## src/pkg/edt_pkg.sv

```systemverilog
// Constants and carriers shared by the edge-thinning filter.
// Assumes a 32-bit APB master and a single 20 MHz clock.
package edt_pkg;

  // ------------------------------------------------------------
  // Bus and counter widths
  // ------------------------------------------------------------
  localparam int ADDR_W = 12;
  localparam int DATA_W = 32;
  localparam int CNT_W  = 16;

  // ------------------------------------------------------------
  // Register offsets
  // ------------------------------------------------------------
  localparam logic [ADDR_W-1:0] OFS_CTRL   = 12'h000;
  localparam logic [ADDR_W-1:0] OFS_STATUS = 12'h004;
  localparam logic [ADDR_W-1:0] OFS_COUNT  = 12'h008;

  // ------------------------------------------------------------
  // Field positions
  // ------------------------------------------------------------
  localparam int CTRL_OUT_EN = 0;
  localparam int CTRL_LED_ON = 1;
  localparam int CTRL_REINIT = 2;
  localparam int STAT_PARITY = 0;
  localparam int STAT_SAMPLE = 1;

  // ------------------------------------------------------------
  // Reset values
  // ------------------------------------------------------------
  localparam logic             RST_OUT_EN = 1'b0;
  localparam logic             RST_LED_ON = 1'b0;
  localparam logic             RST_PARITY = 1'b0;
  localparam logic [CNT_W-1:0] RST_COUNT  = 16'h0000;

  // ------------------------------------------------------------
  // Carriers
  // ------------------------------------------------------------
  typedef struct packed {
    logic              psel;
    logic              penable;
    logic              pwrite;
    logic [ADDR_W-1:0] paddr;
    logic [DATA_W-1:0] pwdata;
  } edt_apb_req_t;

  typedef struct packed {
    logic              pready;
    logic              pslverr;
    logic [DATA_W-1:0] prdata;
  } edt_apb_rsp_t;

  // Answer phase of the bus slave
  typedef enum logic [1:0] {
    BUS_IDLE = 2'b01,
    BUS_DONE = 2'b10
  } edt_bus_st_t;

endpackage

```

## src/logic/edt_rise_det.sv

```systemverilog
// Rising-edge detector cell: one-cycle pulse per low-to-high change.
// Assumes the level is synchronous to clock.
`timescale 1ns/10ps
module edt_rise_det (
  // Clock and reset
  input  wire logic clock,
  input  wire logic nrst,
  // Level in, pulse out
  input  wire logic level,
  output logic      rise
);

  logic prev_q;
  logic prev_d;
  logic rise_q;
  logic rise_d;

  // ------------------------------------------------------------
  // Next state
  // ------------------------------------------------------------
  always_comb begin
    prev_d = level;
    rise_d = level & ~prev_q;
  end

  always_ff @(posedge clock or negedge nrst) begin
    if (!nrst) begin
      prev_q <= 1'b0;
      rise_q <= 1'b0;
    end else begin
      prev_q <= prev_d;
      rise_q <= rise_d;
    end
  end

  assign rise = rise_q;

  // ------------------------------------------------------------
  // Checks
  // ------------------------------------------------------------
  a_rise_single: assert property (@(posedge clock) disable iff (!nrst)
    rise_q |=> !rise_q)
    else $error("rise pulse longer than one cycle");

endmodule

```

## src/logic/edt_thin_filter.sv

```systemverilog
// Edge-thinning event filter with APB register access.
// Assumes synchronous pins, one 20 MHz clock, APB master waiting for pready.
//
// Contract
// - Pass one of every two input edges
// - Mask first rising edge, pass second, repeat
// - Thinning clock sets the edge sampling interval
// - Second edge emits one output pulse
// - Masked edge raises no interrupt
// - Passed edge raises interrupt to wake processor
// - Output disabled means no interrupt at all
//
// Local design decisions: the address map and the APB slave port.
`timescale 1ns/10ps
module edt_thin_filter
  import edt_pkg::*;
(
  // Clock and reset
  input  wire logic          clock,
  input  wire logic          nrst,
  // Register bus
  input  wire edt_apb_req_t  apb_req,
  output edt_apb_rsp_t       apb_rsp,
  // Pins
  input  wire logic          input_port_pin,
  input  wire logic          thin_clock,
  output logic               led_port_pin,
  // Event out
  output logic               thinned_event_interrupt
);

  // ------------------------------------------------------------
  // Declarations
  // ------------------------------------------------------------
  edt_bus_st_t       bus_q;
  edt_bus_st_t       bus_d;
  edt_apb_rsp_t      rsp_q;
  edt_apb_rsp_t      rsp_d;
  logic              out_en_q;
  logic              out_en_d;
  logic              led_on_q;
  logic              led_on_d;
  logic              led_pin_q;
  logic              led_pin_d;
  logic              parity_q;
  logic              parity_d;
  logic              sample_q;
  logic              sample_d;
  logic              irq_q;
  logic              irq_d;
  logic [CNT_W-1:0]  count_q;
  logic [CNT_W-1:0]  count_d;
  logic              thin_tick;
  logic              edge_seen;
  logic              access;
  logic              wr_take;
  logic              wr_ctrl;
  logic              reinit;
  logic              hit;
  logic [DATA_W-1:0] rd_val;

  // ------------------------------------------------------------
  // Thinning clock edge detection
  // ------------------------------------------------------------
  edt_rise_det u_thin_det (
    .clock (clock),
    .nrst  (nrst),
    .level (thin_clock),
    .rise  (thin_tick)
  );

  // Input pin is looked at only on a thinning clock tick
  assign edge_seen = thin_tick & input_port_pin & ~sample_q;

  // ------------------------------------------------------------
  // APB decode
  // ------------------------------------------------------------
  assign access  = apb_req.psel & apb_req.penable;
  assign wr_take = access & apb_req.pwrite & rsp_q.pready;
  assign wr_ctrl = wr_take & (apb_req.paddr == OFS_CTRL);
  assign reinit  = wr_ctrl & apb_req.pwdata[CTRL_REINIT];

  always_comb begin
    hit    = 1'b1;
    rd_val = '0;
    unique case (apb_req.paddr)
      OFS_CTRL: begin
        rd_val[CTRL_OUT_EN] = out_en_q;
        rd_val[CTRL_LED_ON] = led_on_q;
      end
      OFS_STATUS: begin
        rd_val[STAT_PARITY] = parity_q;
        rd_val[STAT_SAMPLE] = sample_q;
      end
      OFS_COUNT: begin
        rd_val[CNT_W-1:0] = count_q;
      end
      default: begin
        hit = 1'b0;
      end
    endcase
  end

  // ------------------------------------------------------------
  // Bus answer: one wait state, ready for one cycle
  // ------------------------------------------------------------
  always_comb begin
    bus_d = bus_q;
    rsp_d = rsp_q;
    unique case (bus_q)
      BUS_IDLE: begin
        rsp_d = '0;
        if (access) begin
          bus_d          = BUS_DONE;
          rsp_d.pready   = 1'b1;
          rsp_d.pslverr  = ~hit;
          rsp_d.prdata   = apb_req.pwrite ? '0 : rd_val;
        end
      end
      BUS_DONE: begin
        bus_d = BUS_IDLE;
        rsp_d = '0;
      end
      default: begin
        bus_d = BUS_IDLE;
        rsp_d = '0;
      end
    endcase
  end

  always_ff @(posedge clock or negedge nrst) begin
    if (!nrst) begin
      bus_q <= BUS_IDLE;
      rsp_q <= '0;
    end else begin
      bus_q <= bus_d;
      rsp_q <= rsp_d;
    end
  end

  assign apb_rsp = rsp_q;

  // ------------------------------------------------------------
  // Control register
  // ------------------------------------------------------------
  always_comb begin
    out_en_d  = out_en_q;
    led_on_d  = led_on_q;
    if (wr_ctrl) begin
      out_en_d = apb_req.pwdata[CTRL_OUT_EN];
      led_on_d = apb_req.pwdata[CTRL_LED_ON];
    end
    led_pin_d = ~led_on_d;
  end

  always_ff @(posedge clock or negedge nrst) begin
    if (!nrst) begin
      out_en_q  <= RST_OUT_EN;
      led_on_q  <= RST_LED_ON;
      led_pin_q <= ~RST_LED_ON;
    end else begin
      out_en_q  <= out_en_d;
      led_on_q  <= led_on_d;
      led_pin_q <= led_pin_d;
    end
  end

  assign led_port_pin = led_pin_q;

  // ------------------------------------------------------------
  // Thinning core
  // ------------------------------------------------------------
  always_comb begin
    sample_d = thin_tick ? input_port_pin : sample_q;
    parity_d = parity_q;
    irq_d    = 1'b0;
    count_d  = count_q;
    if (reinit) begin
      parity_d = RST_PARITY;
      count_d  = RST_COUNT;
    end else if (edge_seen) begin
      parity_d = ~parity_q;
      if (parity_q) begin
        irq_d   = out_en_q;
        count_d = count_q + 16'h0001;
      end
    end
  end

  always_ff @(posedge clock or negedge nrst) begin
    if (!nrst) begin
      sample_q <= 1'b0;
      parity_q <= RST_PARITY;
      irq_q    <= 1'b0;
      count_q  <= RST_COUNT;
    end else begin
      sample_q <= sample_d;
      parity_q <= parity_d;
      irq_q    <= irq_d;
      count_q  <= count_d;
    end
  end

  assign thinned_event_interrupt = irq_q;

  // ------------------------------------------------------------
  // Checks
  // ------------------------------------------------------------
  a_half_rate: assert property (@(posedge clock) disable iff (!nrst)
    irq_q |-> ($past(parity_q) && !parity_q))
    else $error("pulse not on second edge of a pair");

  a_first_masked: assert property (@(posedge clock) disable iff (!nrst)
    (edge_seen && !parity_q && !reinit) |=> (parity_q && !irq_q))
    else $error("first edge not masked");

  a_tick_gates: assert property (@(posedge clock) disable iff (!nrst)
    (!thin_tick && !reinit) |=> ($stable(sample_q) && $stable(parity_q)))
    else $error("filter state moved without thinning tick");

  a_pulse_once: assert property (@(posedge clock) disable iff (!nrst)
    (edge_seen && parity_q && out_en_q && !reinit) |=> irq_q ##1 !irq_q)
    else $error("second edge did not give one pulse");

  a_masked_quiet: assert property (@(posedge clock) disable iff (!nrst)
    (edge_seen && !parity_q) |=> !irq_q)
    else $error("interrupt on masked edge");

  a_wake_cause: assert property (@(posedge clock) disable iff (!nrst)
    irq_q |-> $past(edge_seen && out_en_q))
    else $error("interrupt without enabled edge");

  a_disabled_quiet: assert property (@(posedge clock) disable iff (!nrst)
    !out_en_q |=> !irq_q)
    else $error("interrupt while output disabled");

  a_reinit_clear: assert property (@(posedge clock) disable iff (!nrst)
    reinit |=> (!parity_q && count_q == RST_COUNT))
    else $error("reinit did not clear parity");

  a_ready_single: assert property (@(posedge clock) disable iff (!nrst)
    rsp_q.pready |=> !rsp_q.pready)
    else $error("pready longer than one cycle");

endmodule

```

## config.mk

```make
export PLATFORM = sky130hd
export DESIGN_NAME = edt_thin_filter
export DESIGN_NICKNAME = d
export VERILOG_FILES = /design/src/pkg/edt_pkg.sv /design/src/logic/edt_rise_det.sv /design/src/logic/edt_thin_filter.sv
export SDC_FILE = /design/constraint.sdc
export NUM_CORES = 1
export LEC_CHECK = 0
export BUFFER_PORTS_ARGS = -buffer_cell sky130_fd_sc_hd__clkbuf_2
export CAP_MARGIN = 10
export CORE_ASPECT_RATIO = 1.5
export CORE_MARGIN = 3
export CORE_UTILIZATION = 40
export CTS_CLUSTER_DIAMETER = 120
export DETAILED_ROUTE_END_ITERATION = 8
export GPL_TIMING_DRIVEN = 0
export MAX_ROUTING_LAYER = met4
export PLACE_DENSITY = 0.65
export RECOVER_POWER = 50
export REMOVE_ABC_BUFFERS = 1
export SLEW_MARGIN = 15
export SYNTH_ARGS = -nofsm -noshare
export SYNTH_HDL_FRONTEND = slang
export SYNTH_SLANG_ARGS = --single-unit
```

## constraint.sdc

```tcl
create_clock -name clock -period 3.52 [get_ports clock]
set_clock_uncertainty 0.05 [all_clocks]
set_input_delay 0.528 -clock clock [delete_from_list [all_inputs] [get_ports clock]]
set_output_delay 0.528 -clock clock [all_outputs]
set_load 0.1 [all_outputs]
```

## After elaboration in Yosys (flattened, before gate mapping)

Index checks and enable logic that the tools add are counted.

- $add $sub $neg: 1
- Eq/ne operators: 4
- Mux-type cells: 17
- Bitwise logic cells: 13
- Reductions and logical operators: 5

Operator list:

| cell | count |
|---|---|
| $mux W34 | 2 |
| $mux W16 | 4 |
| $add A16 B1 Y16 const B | 1 |
| $mux W14 | 1 |
| $eq A12 B3 Y1 const B | 1 |
| $eq A12 B4 Y1 const B | 1 |
| $logic_not A12 Y1 | 1 |
| $and A1 B1 Y1 | 8 |
| $mux W1 | 7 |
| $pmux W2 S3 | 1 |
| $not A1 Y1 | 5 |
| $mux W2 | 2 |
| $reduce_bool A2 Y1 | 2 |
| $reduce_or A3 Y1 | 1 |
| $eq A2 B1 Y1 const B | 1 |
| $ne A2 B2 Y1 const B | 1 |
| $reduce_and A2 Y1 | 1 |

- Register bits: 60
- Input port bits: 51
- Output and inout bits: 36
- Logic and storage cells: 53

## Logic depth before layout (Yosys ltp)

Gate-level depths: netlist (run 1).

- Depth in word-level cells: 7
- Mapped depth: 5
- Depth with buffers taken out: 5

## Cells and area by module

From an unflattened synthesis (run 1), not the netlist that was laid out.

- Cells, all modules: 176
- Area total of the unflattened synthesis: 1986.9 sq um

Modules (own cells, without submodules):

| module | instances | cells an instance | area an instance (sq um) | seq. area each (sq um) |
|---|---|---|---|---|
| edt_thin_filter | 1 | 173 | 1923.1 | 1053.5 |
| edt_rise_det | 1 | 3 | 63.8 | 50.0 |

## Worst setup path before layout (run 1)

OpenSTA, ideal clock, no wires.

- Kind: register to register
- From: register rsp_q, in the netlist apb_rsp[33]
- To: register count_q[10]
- Library setup time: 119 ps
- Data arrival time: 2050 ps
- Required time: 3351 ps
- Slack: 1302 ps
- Cell stages (with the launch flop): 6
- Buffers on the path: 1
- Clock period less this slack: 2218 ps
- Path through: dfrtp_1 > nand4_2 > or4b_4 > nor2_8 > buf_12 > nor2_1

- Cells in the longest elaborated chain, start to end: 5
- Elaborated cells between the ends (all ways): 7
- Those cells by class: mux: 1; bitwise: 3; reduce/logical: 3

Ends and longest elaborated chain:

| element | RTL line | RTL |
|---|---|---|
| start, declared | edt_thin_filter.sv:37 | `edt_apb_rsp_t rsp_q;` |
| start signal, assigned | edt_thin_filter.sv:137 | `rsp_q <= rsp_d;` |
| $and A1 B1 Y1 (*) | edt_thin_filter.sv:79 | `assign wr_take = access & apb_req.pwrite & rsp_q.pready;` |
| $and A1 B1 Y1 (*) | edt_thin_filter.sv:80 | `assign wr_ctrl = wr_take & (apb_req.paddr == OFS_CTRL);` |
| $and A1 B1 Y1 (*) | edt_thin_filter.sv:81 | `assign reinit = wr_ctrl & apb_req.pwdata[CTRL_REINIT];` |
| $reduce_bool A2 Y1 (no source line) | -- |  |
| $reduce_and A2 Y1 (no source line) | -- |  |
| end signal, assigned | edt_thin_filter.sv:200 | `count_q <= count_d;` |
| end, declared | edt_thin_filter.sv:51 | `logic [CNT_W-1:0] count_q;` |

Mark *: on every way between the ends. The rest lies on a longest branch, timed or not.
A chain may end at the register's enable or synchronous reset.

==> flow_summary.yaml, run 1 <==
floorplan:
  core_um2: 4890
  initial_core_util: 0.421
  die_x_um: 64.6
  rows: 31
  dieArea_um2: 6060
  die_y_um: 93.8
  ios: 87
sta:
  rsz0062_at_grt: "no"
  maxSlewHeadroom: -0.502
  setup-tns-final_ns: 0
  finalCriticalPeriod_ns: 2.23
  fin_crit_sh: 0.634
  clock.fmax_mhz: 448
  worst_slew_pin_slew_ns: 2.25
  drv_slew: 45
  hold_viol_final: 0
  setup_viol: 0
power:
  sw_frac_of_total: 0.292
  combPwrFrac: 0.149
  p_leak_uw: 0.00115
  p_clk_frac: 0.354
  ir_worst_vdd_uv: 251
  p_per_area_nw_per_um2: 485
  p_int_uw: 802
  power_uw: 1130
  seqPwrFrac: 0.497
  p_sw_uw: 331
global_route:
  grt_start_max_net_pins: 45
  grt_pass1_vias: 1268
  grt_first_pass_wirelength_um: 5680
  grt_usage: 0.125
  antenna_found_initial: 0
  gr-total-overflow: 0
min_path:
  hold_path_end: "u_thin_det.prev_q"
  min-delay-start: "thin_clock"
  hp-class: "in2reg"
  hold_depth: 1
cells_and_area:
  multi_input_area_um2: 803
  drive_gt1_frac: 0.274
  nFillCells: 468
  syn2layout_area_growth_pct: 13.6
  diodes: 0
  regArea_um2: 1100
  nNetsFinal: 274
critical_path:
  start_kind: "input port"
  r2r_cells: 4
  cpLargestDelayFamily: "buffers and inverters"
  cp_cell_sequence: "clkbuf_1"
  crit_slowest_cell: "clkbuf_1"
  max_stage_delay_ns: 1.57
  r2r_setup_slack_ns: 1.64
  endpoint_kind: "async pin"
  critPathRequiredTime_ns: 3.42
  crit_type: "in2async"
  path_max_fanout: 44
  arrival_ns: 2.13
  timing.rr.end: "count_q[14]"
  timing.rr.start: "sample_q"
  cp_num_buf_inv: 1
clocking:
  cts_root_buf: "clkbuf_8"
  cts-resized-gates: 0
  cts_buffer_depth: 2
  cts-htree-levels: 2
  cts_tree: "built"
  post_cts_buffers: 0
  cts.sinks: 44
  cts_hold_buf: 0
  clk-insertion-delay-late_ns: 0.30
  cts_buffers: 5
  clk_pin_slew_ns: 0.08
yosys:
  syn_inst: 178
  yosysTopAreaCell: "dfrtp_1"
  synthArstFlopShare: 1.00
  synthTopCellsByCount: "42 x dfrtp_1, 21 x nor2_1, 16 x buf_4"
  synth_area_um2: 2060
  synth_edf_count: 0
  synth_most_common_cell: "dfrtp_1"
  synth_area_per_cell_um2: 11.6
  seq_area_frac_synth: 0.536
  ys_warn_count: 0
  ys_types: 38
  synth_ff_type: "dfrtp_1"
  ys_ff_latch: 44
  yosys.area.top_type_share: 0.511
  synth_area_leaders: "dfrtp_1 51%, buf_4 5.8%, xnor2_1 5.1%"
routing:
  wire_per_inst_um: 11.5
  ant_nets: 0
  via_per_inst: 4.62
  drt-initial-drc-count: 61
  firstDrtPassIters: 4
  drt_wl_total_um: 3320
  drc_errors: 0
  vias: 1334
placed_design:
  numPortBuffers: 41
  finalWeightedCongestion: 0.774
  dp_hpwl_um: 2440
run_status:
  violations: "max-capacitance violations, max-slew violations"
  status: "finished with violations"
flow_run:
  maxCapViolations: 1
-- cell type report --
type                    instances  share of cell area
flip-flops and latches         44               0.472
multi-input cells             124               0.344
repair buffers                 41              0.0868
clock buffers                   6              0.0354
well taps                      66              0.0354
clock inverters                 2              0.0166
inverters                       6             0.00964
-- layer usage --
layer / vias up / global-route usage / routed length, um
li1: 662 / - / -
met1: 637 / 0.130 / 1300
met2: 30 / 0.219 / 1790
met3: 5 / 0.0287 / 159
met4: 0 / 0.0635 / 78
met5: - / - / 0
-- sequential cells by signal, indices dropped and copies added, names as in the netlist --
register	flops
apb_rsp	18
count_q	16
bus_q	2
led_on_q	1
led_port_pin	1
out_en_q	1
parity_q	1
sample_q	1
thinned_event_interrupt	1
u_thin_det.prev_q	1
u_thin_det.rise	1
-- through the flow --
step / util / hold WS, ns / instances / worst slack, ns / instance area [um^2]
floorplan: - / 0.182 / 174 / 1.34 / 1960
global placement: 0.461 / 0.338 / 281 / 1.43 / 2250
detailed placement: 0.461 / 0.345 / 281 / 1.40 / 2250
CTS: 0.485 / 0.289 / 289 / 1.62 / 2370
global route: 0.478 / 0.305 / 289 / 0.777 / 2340
finish: 0.478 / 0.295 / 289 / 1.29 / 2340
-- cell families after synthesis --
group | synth area share
AND/OR/NAND/NOR | 0.263
flip-flops | 0.536
buffers and inverters | 0.0839
XOR/XNOR | 0.0554
AO/OA/AOI/OAI | 0.0183
multiplexers | 0.0353
adder cells (fa/ha/maj) | 0.00608
other | 0.00182
-- power by group through the flow --
stage	sequential (uW)	combinational [uW]	clock, uW
2_1_floorplan	576	127	0
3_3_place_gp	575	171	0
3_5_place_dp	575	172	0
4_1_cts	565	173	414
5_1_grt	568	186	434
6_report	563	169	401
-- cells in the final DEF, fill, tap and decap left out, types with 2 or more instances in the layout --
cell type / instances
a21oi_1: 4
dfrtp_1: 42
mux2_2: 2
inv_1: 6
xnor2_1: 12
dfstp_2: 2
mux2i_1: 5
nor4_2: 4
nand4_1: 4
and2_1: 15
nor2b_1: 2
clkbuf_2: 39
clkbuf_1: 2
nor4_1: 6
clkbuf_8: 6
nor2_1: 21
nand3_1: 5
conb_1: 16
nand2_1: 6
nor3_1: 6
-- how the worst max path moves through the flow --
stage                           start     endpoint  cells past startpoint
after floorplan           apb_rsp[33]  count_q[14]                      4
after global routing             nrst   count_q[3]                      1
after detailed placement  apb_req[41]   apb_rsp[7]                      5
after CTS                    sample_q  count_q[14]                      4
final                            nrst   count_q[3]                      1
after global placement    apb_req[37]   apb_rsp[7]                      5
(Power assumes the default switching activity.)
==> inputs of run 2 (changes only) <==
- ABC_AREA: not set -> 1
- PLACE_DENSITY: 0.65 -> 0.64
- clock period: 3.52 -> 2.3 ns (I/O delays scaled with it)
==> run 2 against run 1 <==
Effect of this change: the flow now finishes without violations; flip-flop and latch count stayed put; synthesized cell count is 44% higher; final area rose by 7.5%; sequential power rose by 56%; clock power rose by 53%; power grew 61%; highest routed layer unchanged.
==> flow_summary.yaml, run 2 <==
run_status:
  status: "complete, no violations"
clocking:
  cts.sinks: 44
  cts_hold_buf: 0
  post_cts_buffers: 0
  cts_tree: "built"
  clk-insertion-delay-late_ns: 0.29
  cts-resized-gates: 0
  cts_root_buf: "clkbuf_8"
  clk_pin_slew_ns: 0.08
  cts_buffer_depth: 2
  cts-htree-levels: 2
  cts_buffers: 5
critical_path:
  r2r_setup_slack_ns: 0.47
  crit_type: "reg2reg"
  start_kind: "register"
  cp_cell_sequence: "nand2_1 > nor2_1 > clkinv_1 > or2_1 > nor2_2 > inv_1 > nor2_2"
  crit_start: "bus_q[0]"
  path_max_fanout: 15
  r2r_cells: 7
  critPathRequiredTime_ns: 2.48
  cp_common_cell: "nor2_2"
  arrival_ns: 2.01
  cpLargestDelayFamily: "simple AND/OR/NAND/NOR gates"
  timing.rr.end: "apb_rsp[0]"
  max_stage_delay_ns: 0.52
  endpoint_kind: "register"
  crit_slowest_cell: "dfstp_2"
  cp_num_buf_inv: 2
  timing.rr.start: "bus_q[0]"
yosys:
  synthTopCellsByCount: "45 x nand2_1, 42 x dfrtp_1, 41 x inv_1"
  syn_inst: 256
  synth_ff_type: "dfrtp_1"
  seq_area_frac_synth: 0.499
  yosys.area.top_type_share: 0.475
  synth_area_leaders: "dfrtp_1 47%, nand2_1 7.6%, inv_1 7.0%"
  synth_edf_count: 0
  yosysTopAreaCell: "dfrtp_1"
  ys_types: 28
  synth_area_per_cell_um2: 8.65
  synthArstFlopShare: 1.00
  synth_most_common_cell: "nand2_1"
  ys_ff_latch: 44
  ys_warn_count: 0
  synth_area_um2: 2210
routing:
  drt_wl_total_um: 3940
  drc_errors: 0
  ant_nets: 0
  wire_per_inst_um: 10.7
  vias: 1663
  via_per_inst: 4.52
  firstDrtPassIters: 4
  drt-initial-drc-count: 67
floorplan:
  rows: 32
  core_um2: 5250
  die_y_um: 97.1
  initial_core_util: 0.422
  die_x_um: 66.7
  ios: 87
  dieArea_um2: 6480
min_path:
  hold_depth: 1
  hp-class: "in2reg"
  min-delay-start: "thin_clock"
  hold_path_end: "u_thin_det.prev_q"
cells_and_area:
  diodes: 0
  syn2layout_area_growth_pct: 13.5
  nNetsFinal: 351
  final_cell_mix: "45 x nand2_1, 42 x dfrtp_1, 41 x inv_1, 40 x clkbuf_2, 30 x nor2_1"
  final_common_cell: "nand2_1"
  largest_reg_flops: 18
  drive_gt1_frac: 0.233
sta:
  finalCriticalPeriod_ns: 1.83
  worst_slew_pin_slew_ns: 1.05
  fin_crit_sh: 0.796
  rsz0062_at_grt: "no"
  setup_viol: 0
  hold_viol_final: 0
  clock.fmax_mhz: 546
  maxSlewHeadroom: 0.297
  drv_slew: 0
  setup-tns-final_ns: 0
placed_design:
  numPortBuffers: 41
  finalWeightedCongestion: 0.828
  dp_hpwl_um: 2960
global_route:
  grt_usage: 0.140
  grt_start_max_net_pins: 45
  grt_first_pass_wirelength_um: 7000
  grt_pass1_vias: 1596
  gr-total-overflow: 0
  antenna_found_initial: 0
power:
  p_per_area_nw_per_um2: 727
  ir_worst_vdd_uv: 271
  power_uw: 1830
  p_leak_uw: 0.00132
flow_run:
  maxCapViolations: 0
## run 2: worst reg2reg max path: stages, from the launching register on
cell	delay, ns
dfstp_2	0.52
nand2_1	0.06
nor2_1	0.17
clkinv_1	0.11
or2_1	0.48
nor2_2	0.22
inv_1	0.06
nor2_2	0.10
## run 2: power breakdown
group          internal (uW)  switching (uW)  total [uW]  leakage [uW]
logic                   76.2             259         335      0.000693
clock network            355             260         615     0.0000614
registers                827            49.8         877      0.000562
## run 2: stage by stage
step                      hold WS [ns]  cells  area [um^2]  utilization  worst slack [ns]
after floorplan              -0.000591    251         2110            -             0.524
final                            0.125    368         2510        0.479             0.469
after CTS                        0.122    368         2520        0.480             0.544
after detailed placement         0.351    360         2400        0.457             0.532
after global placement           0.336    360         2400        0.457             0.583
after global routing             0.127    368         2510        0.479             0.316
## run 2: metal layers
metal  wire length [um]  part of all wire  track usage  vias up
met5                  0                 0            -        -
met4                 79             0.020       0.0579        0
met3                194             0.049       0.0255        6
met2               2080              0.53        0.232       40
met1               1580              0.40        0.164      769
li1                   -                 -            -      848
## run 2: final cells by class
class	instances	area [um^2]
clock buffers	6	82.6
fillers	516	2730
repair buffers	41	204
flip-flops and latches	44	1100
multi-input cells	163	832
well taps	68	85.1
inverters	44	165
clock inverters	2	38.8
## run 2: worst max path at each step
stage	end	slack (ns)	depth (start not counted)
after floorplan	count_q[12]	0.52	5
after CTS	apb_rsp[0]	0.54	7
final	apb_rsp[0]	0.47	7
after global placement	apb_rsp[6]	0.58	6
after detailed placement	apb_rsp[6]	0.53	6
after global routing	apb_rsp[0]	0.32	7
## run 2: cell families (layout without fill, tap and decap cells)
kind of cell | count (synthesis) | count (layout) | synth area share
AO/OA/AOI/OAI | 12 | 12 | 0.0288
XOR/XNOR | 4 | 4 | 0.0158
adder cells (fa/ha/maj) | 1 | 1 | 0.00565
buffers and inverters | 64 | 93 | 0.148
flip-flops | 44 | 44 | 0.499
other | 1 | 16 | 0.00169
AND/OR/NAND/NOR | 130 | 130 | 0.302
==> inputs of run 3 (changes only) <==
- ABC_AREA: 1 -> 0
- PLACE_DENSITY: 0.64 -> 0.67
- clock period: 2.3 -> 1.5 ns (I/O delays scaled with it)
==> run 3 against run 2 <==
Effect of this change: the flow now finishes with violations (negative setup slack); sequential power rose by 54%; worst hold slack got worse by 0.099 ns; global-route usage rose by 0.44 points; register-to-register slack got worse by 0.58 ns; flip-flop and latch count did not move; wire length fell by 0.15%; non-clock buffer count rose by 13; critical path type unchanged; highest routed layer unchanged.
==> flow_summary.yaml, run 3 (synthesis results as in run 1) <==
global_route:
  grt_start_max_net_pins: 45
  grt_usage: 0.145
  grt_first_pass_wirelength_um: 6530
  gr-total-overflow: 0
  antenna_found_initial: 0
  grt_pass1_vias: 1420
sta:
  fin_crit_sh: 1.08
  finalCriticalPeriod_ns: 1.61
  maxSlewHeadroom: 0.301
  clock.fmax_mhz: 620
  setup_viol: 18
  rsz0062_at_grt: "yes"
  drv_slew: 0
  setup_ws_ns: -0.114
  worst_slew_pin_slew_ns: 1.05
  setup-tns-final_ns: -0.925
  hold_viol_final: 0
clocking:
  cts_buffer_depth: 2
  cts_buffers: 5
  clk-insertion-delay-late_ns: 0.30
  cts.sinks: 44
  cts-htree-levels: 2
  cts_tree: "built"
  cts_root_buf: "clkbuf_8"
  clk_pin_slew_ns: 0.08
routing:
  via_per_inst: 4.78
  firstDrtPassIters: 6
  wire_per_inst_um: 12.9
  drt_wl_total_um: 3930
  vias: 1453
  drt-initial-drc-count: 64
  ant_nets: 0
  drc_errors: 0
critical_path:
  critPathRequiredTime_ns: 1.63
  path_max_fanout: 3
  crit_type: "reg2reg"
  arrival_ns: 1.75
  start_kind: "register"
  endpoint_kind: "register"
cells_and_area:
  multi_input_area_um2: 940
  syn2layout_area_growth_pct: 26.4
  final_cell_mix: "40 x clkbuf_2, 39 x dfrtp_1, 18 x nor2_1, 16 x conb_1, 15 x and2_1"
  nFillCells: 441
  diodes: 0
  final_common_cell: "clkbuf_2"
  drive_gt1_frac: 0.378
  regArea_um2: 1110
  nNetsFinal: 289
  largest_reg_flops: 18
power:
  p_leak_uw: 0.00128
  p_per_area_nw_per_um2: 1100
  ir_worst_vdd_uv: 618
  power_uw: 2850
flow_run:
  maxCapViolations: 0
run_status:
  status: "finished with violations"
  violations: "negative setup slack"
floorplan:
  ios: 87
  die_y_um: 93.8
  core_um2: 4890
  die_x_um: 64.6
  rows: 31
  dieArea_um2: 6060
  initial_core_util: 0.421
min_path:
  hp-class: "in2reg"
placed_design:
  finalWeightedCongestion: 0.773
  dp_hpwl_um: 2560
  numPortBuffers: 41
## run 3: critical path, cell delays in order (launching register included)
cell and delay [ns]:
dfrtp_1 0.37, nand4_2 0.10, or4b_4 0.63, nor2_4 0.18, buf_4 0.14, nor2_1 0.04
## run 3: path summary, 6_finish.rpt
| kind | endpoint | cells past startpoint | slack (ns) | start |
|---|---|---|---|---|
| max | count_q[7] | 5 | -0.11 | apb_rsp[33] |
| min in group asynchronous | apb_rsp[5] | 1 | 0.05 | nrst |
| max reg2reg | count_q[7] | 5 | -0.11 | apb_rsp[33] |
| min | led_port_pin | 2 | 0.03 | apb_req[1] |
| max in group asynchronous | count_q[3] | 1 | 0.63 | nrst |
| min reg2reg | u_thin_det.rise | 1 | 0.36 | u_thin_det.prev_q |
## run 3: through the flow
step                area [um^2]  utilization  cells  worst slack, ns  hold slack (ns)
global route               2600        0.532    304           -0.135           0.0370
finish                     2600        0.532    304           -0.114           0.0264
CTS                        2500        0.511    296          -0.0815          0.00244
global placement           2250        0.461    281           -0.365            0.293
detailed placement         2250        0.461    281           -0.363            0.303
floorplan                  1960            -    174           -0.681           -0.121
## run 3: area by class of cell
| class | instances | area share |
|---|---|---|
| Inverter | 6 | 0.00866 |
| Timing Repair Buffer | 54 | 0.121 |
| Clock buffer | 6 | 0.0279 |
| Sequential cell | 44 | 0.426 |
| Clock inverter | 2 | 0.0231 |
| Tap cell | 66 | 0.0318 |
| Multi-Input combinational cell | 126 | 0.361 |
## run 3: layer usage
metal,part of all wire,vias up,GRT usage
met2,0.55,40,0.246
met3,0.052,10,0.0323
met1,0.37,709,0.158
li1,-,694,-
met4,0.026,0,0.0741
met5,0,-,-
## run 3: repair_timing
action | 4_1_cts | 5_1_grt
endpoints found under the setup margin | 33 | 35
gates resized for setup | 8 | 11
gates cloned | 2 | 0
endpoints found under the hold margin | 0 | 1
hold buffers | 0 | 1
pin swaps | 6 | 11
setup buffers | 5 | 7
## run 3: where the power goes
group          total (uW)  switching, uW  internal (uW)
Clock                1040            378            665
Combinational         460            335            125
Sequential           1350           95.7           1250
Total                2850            809           2040
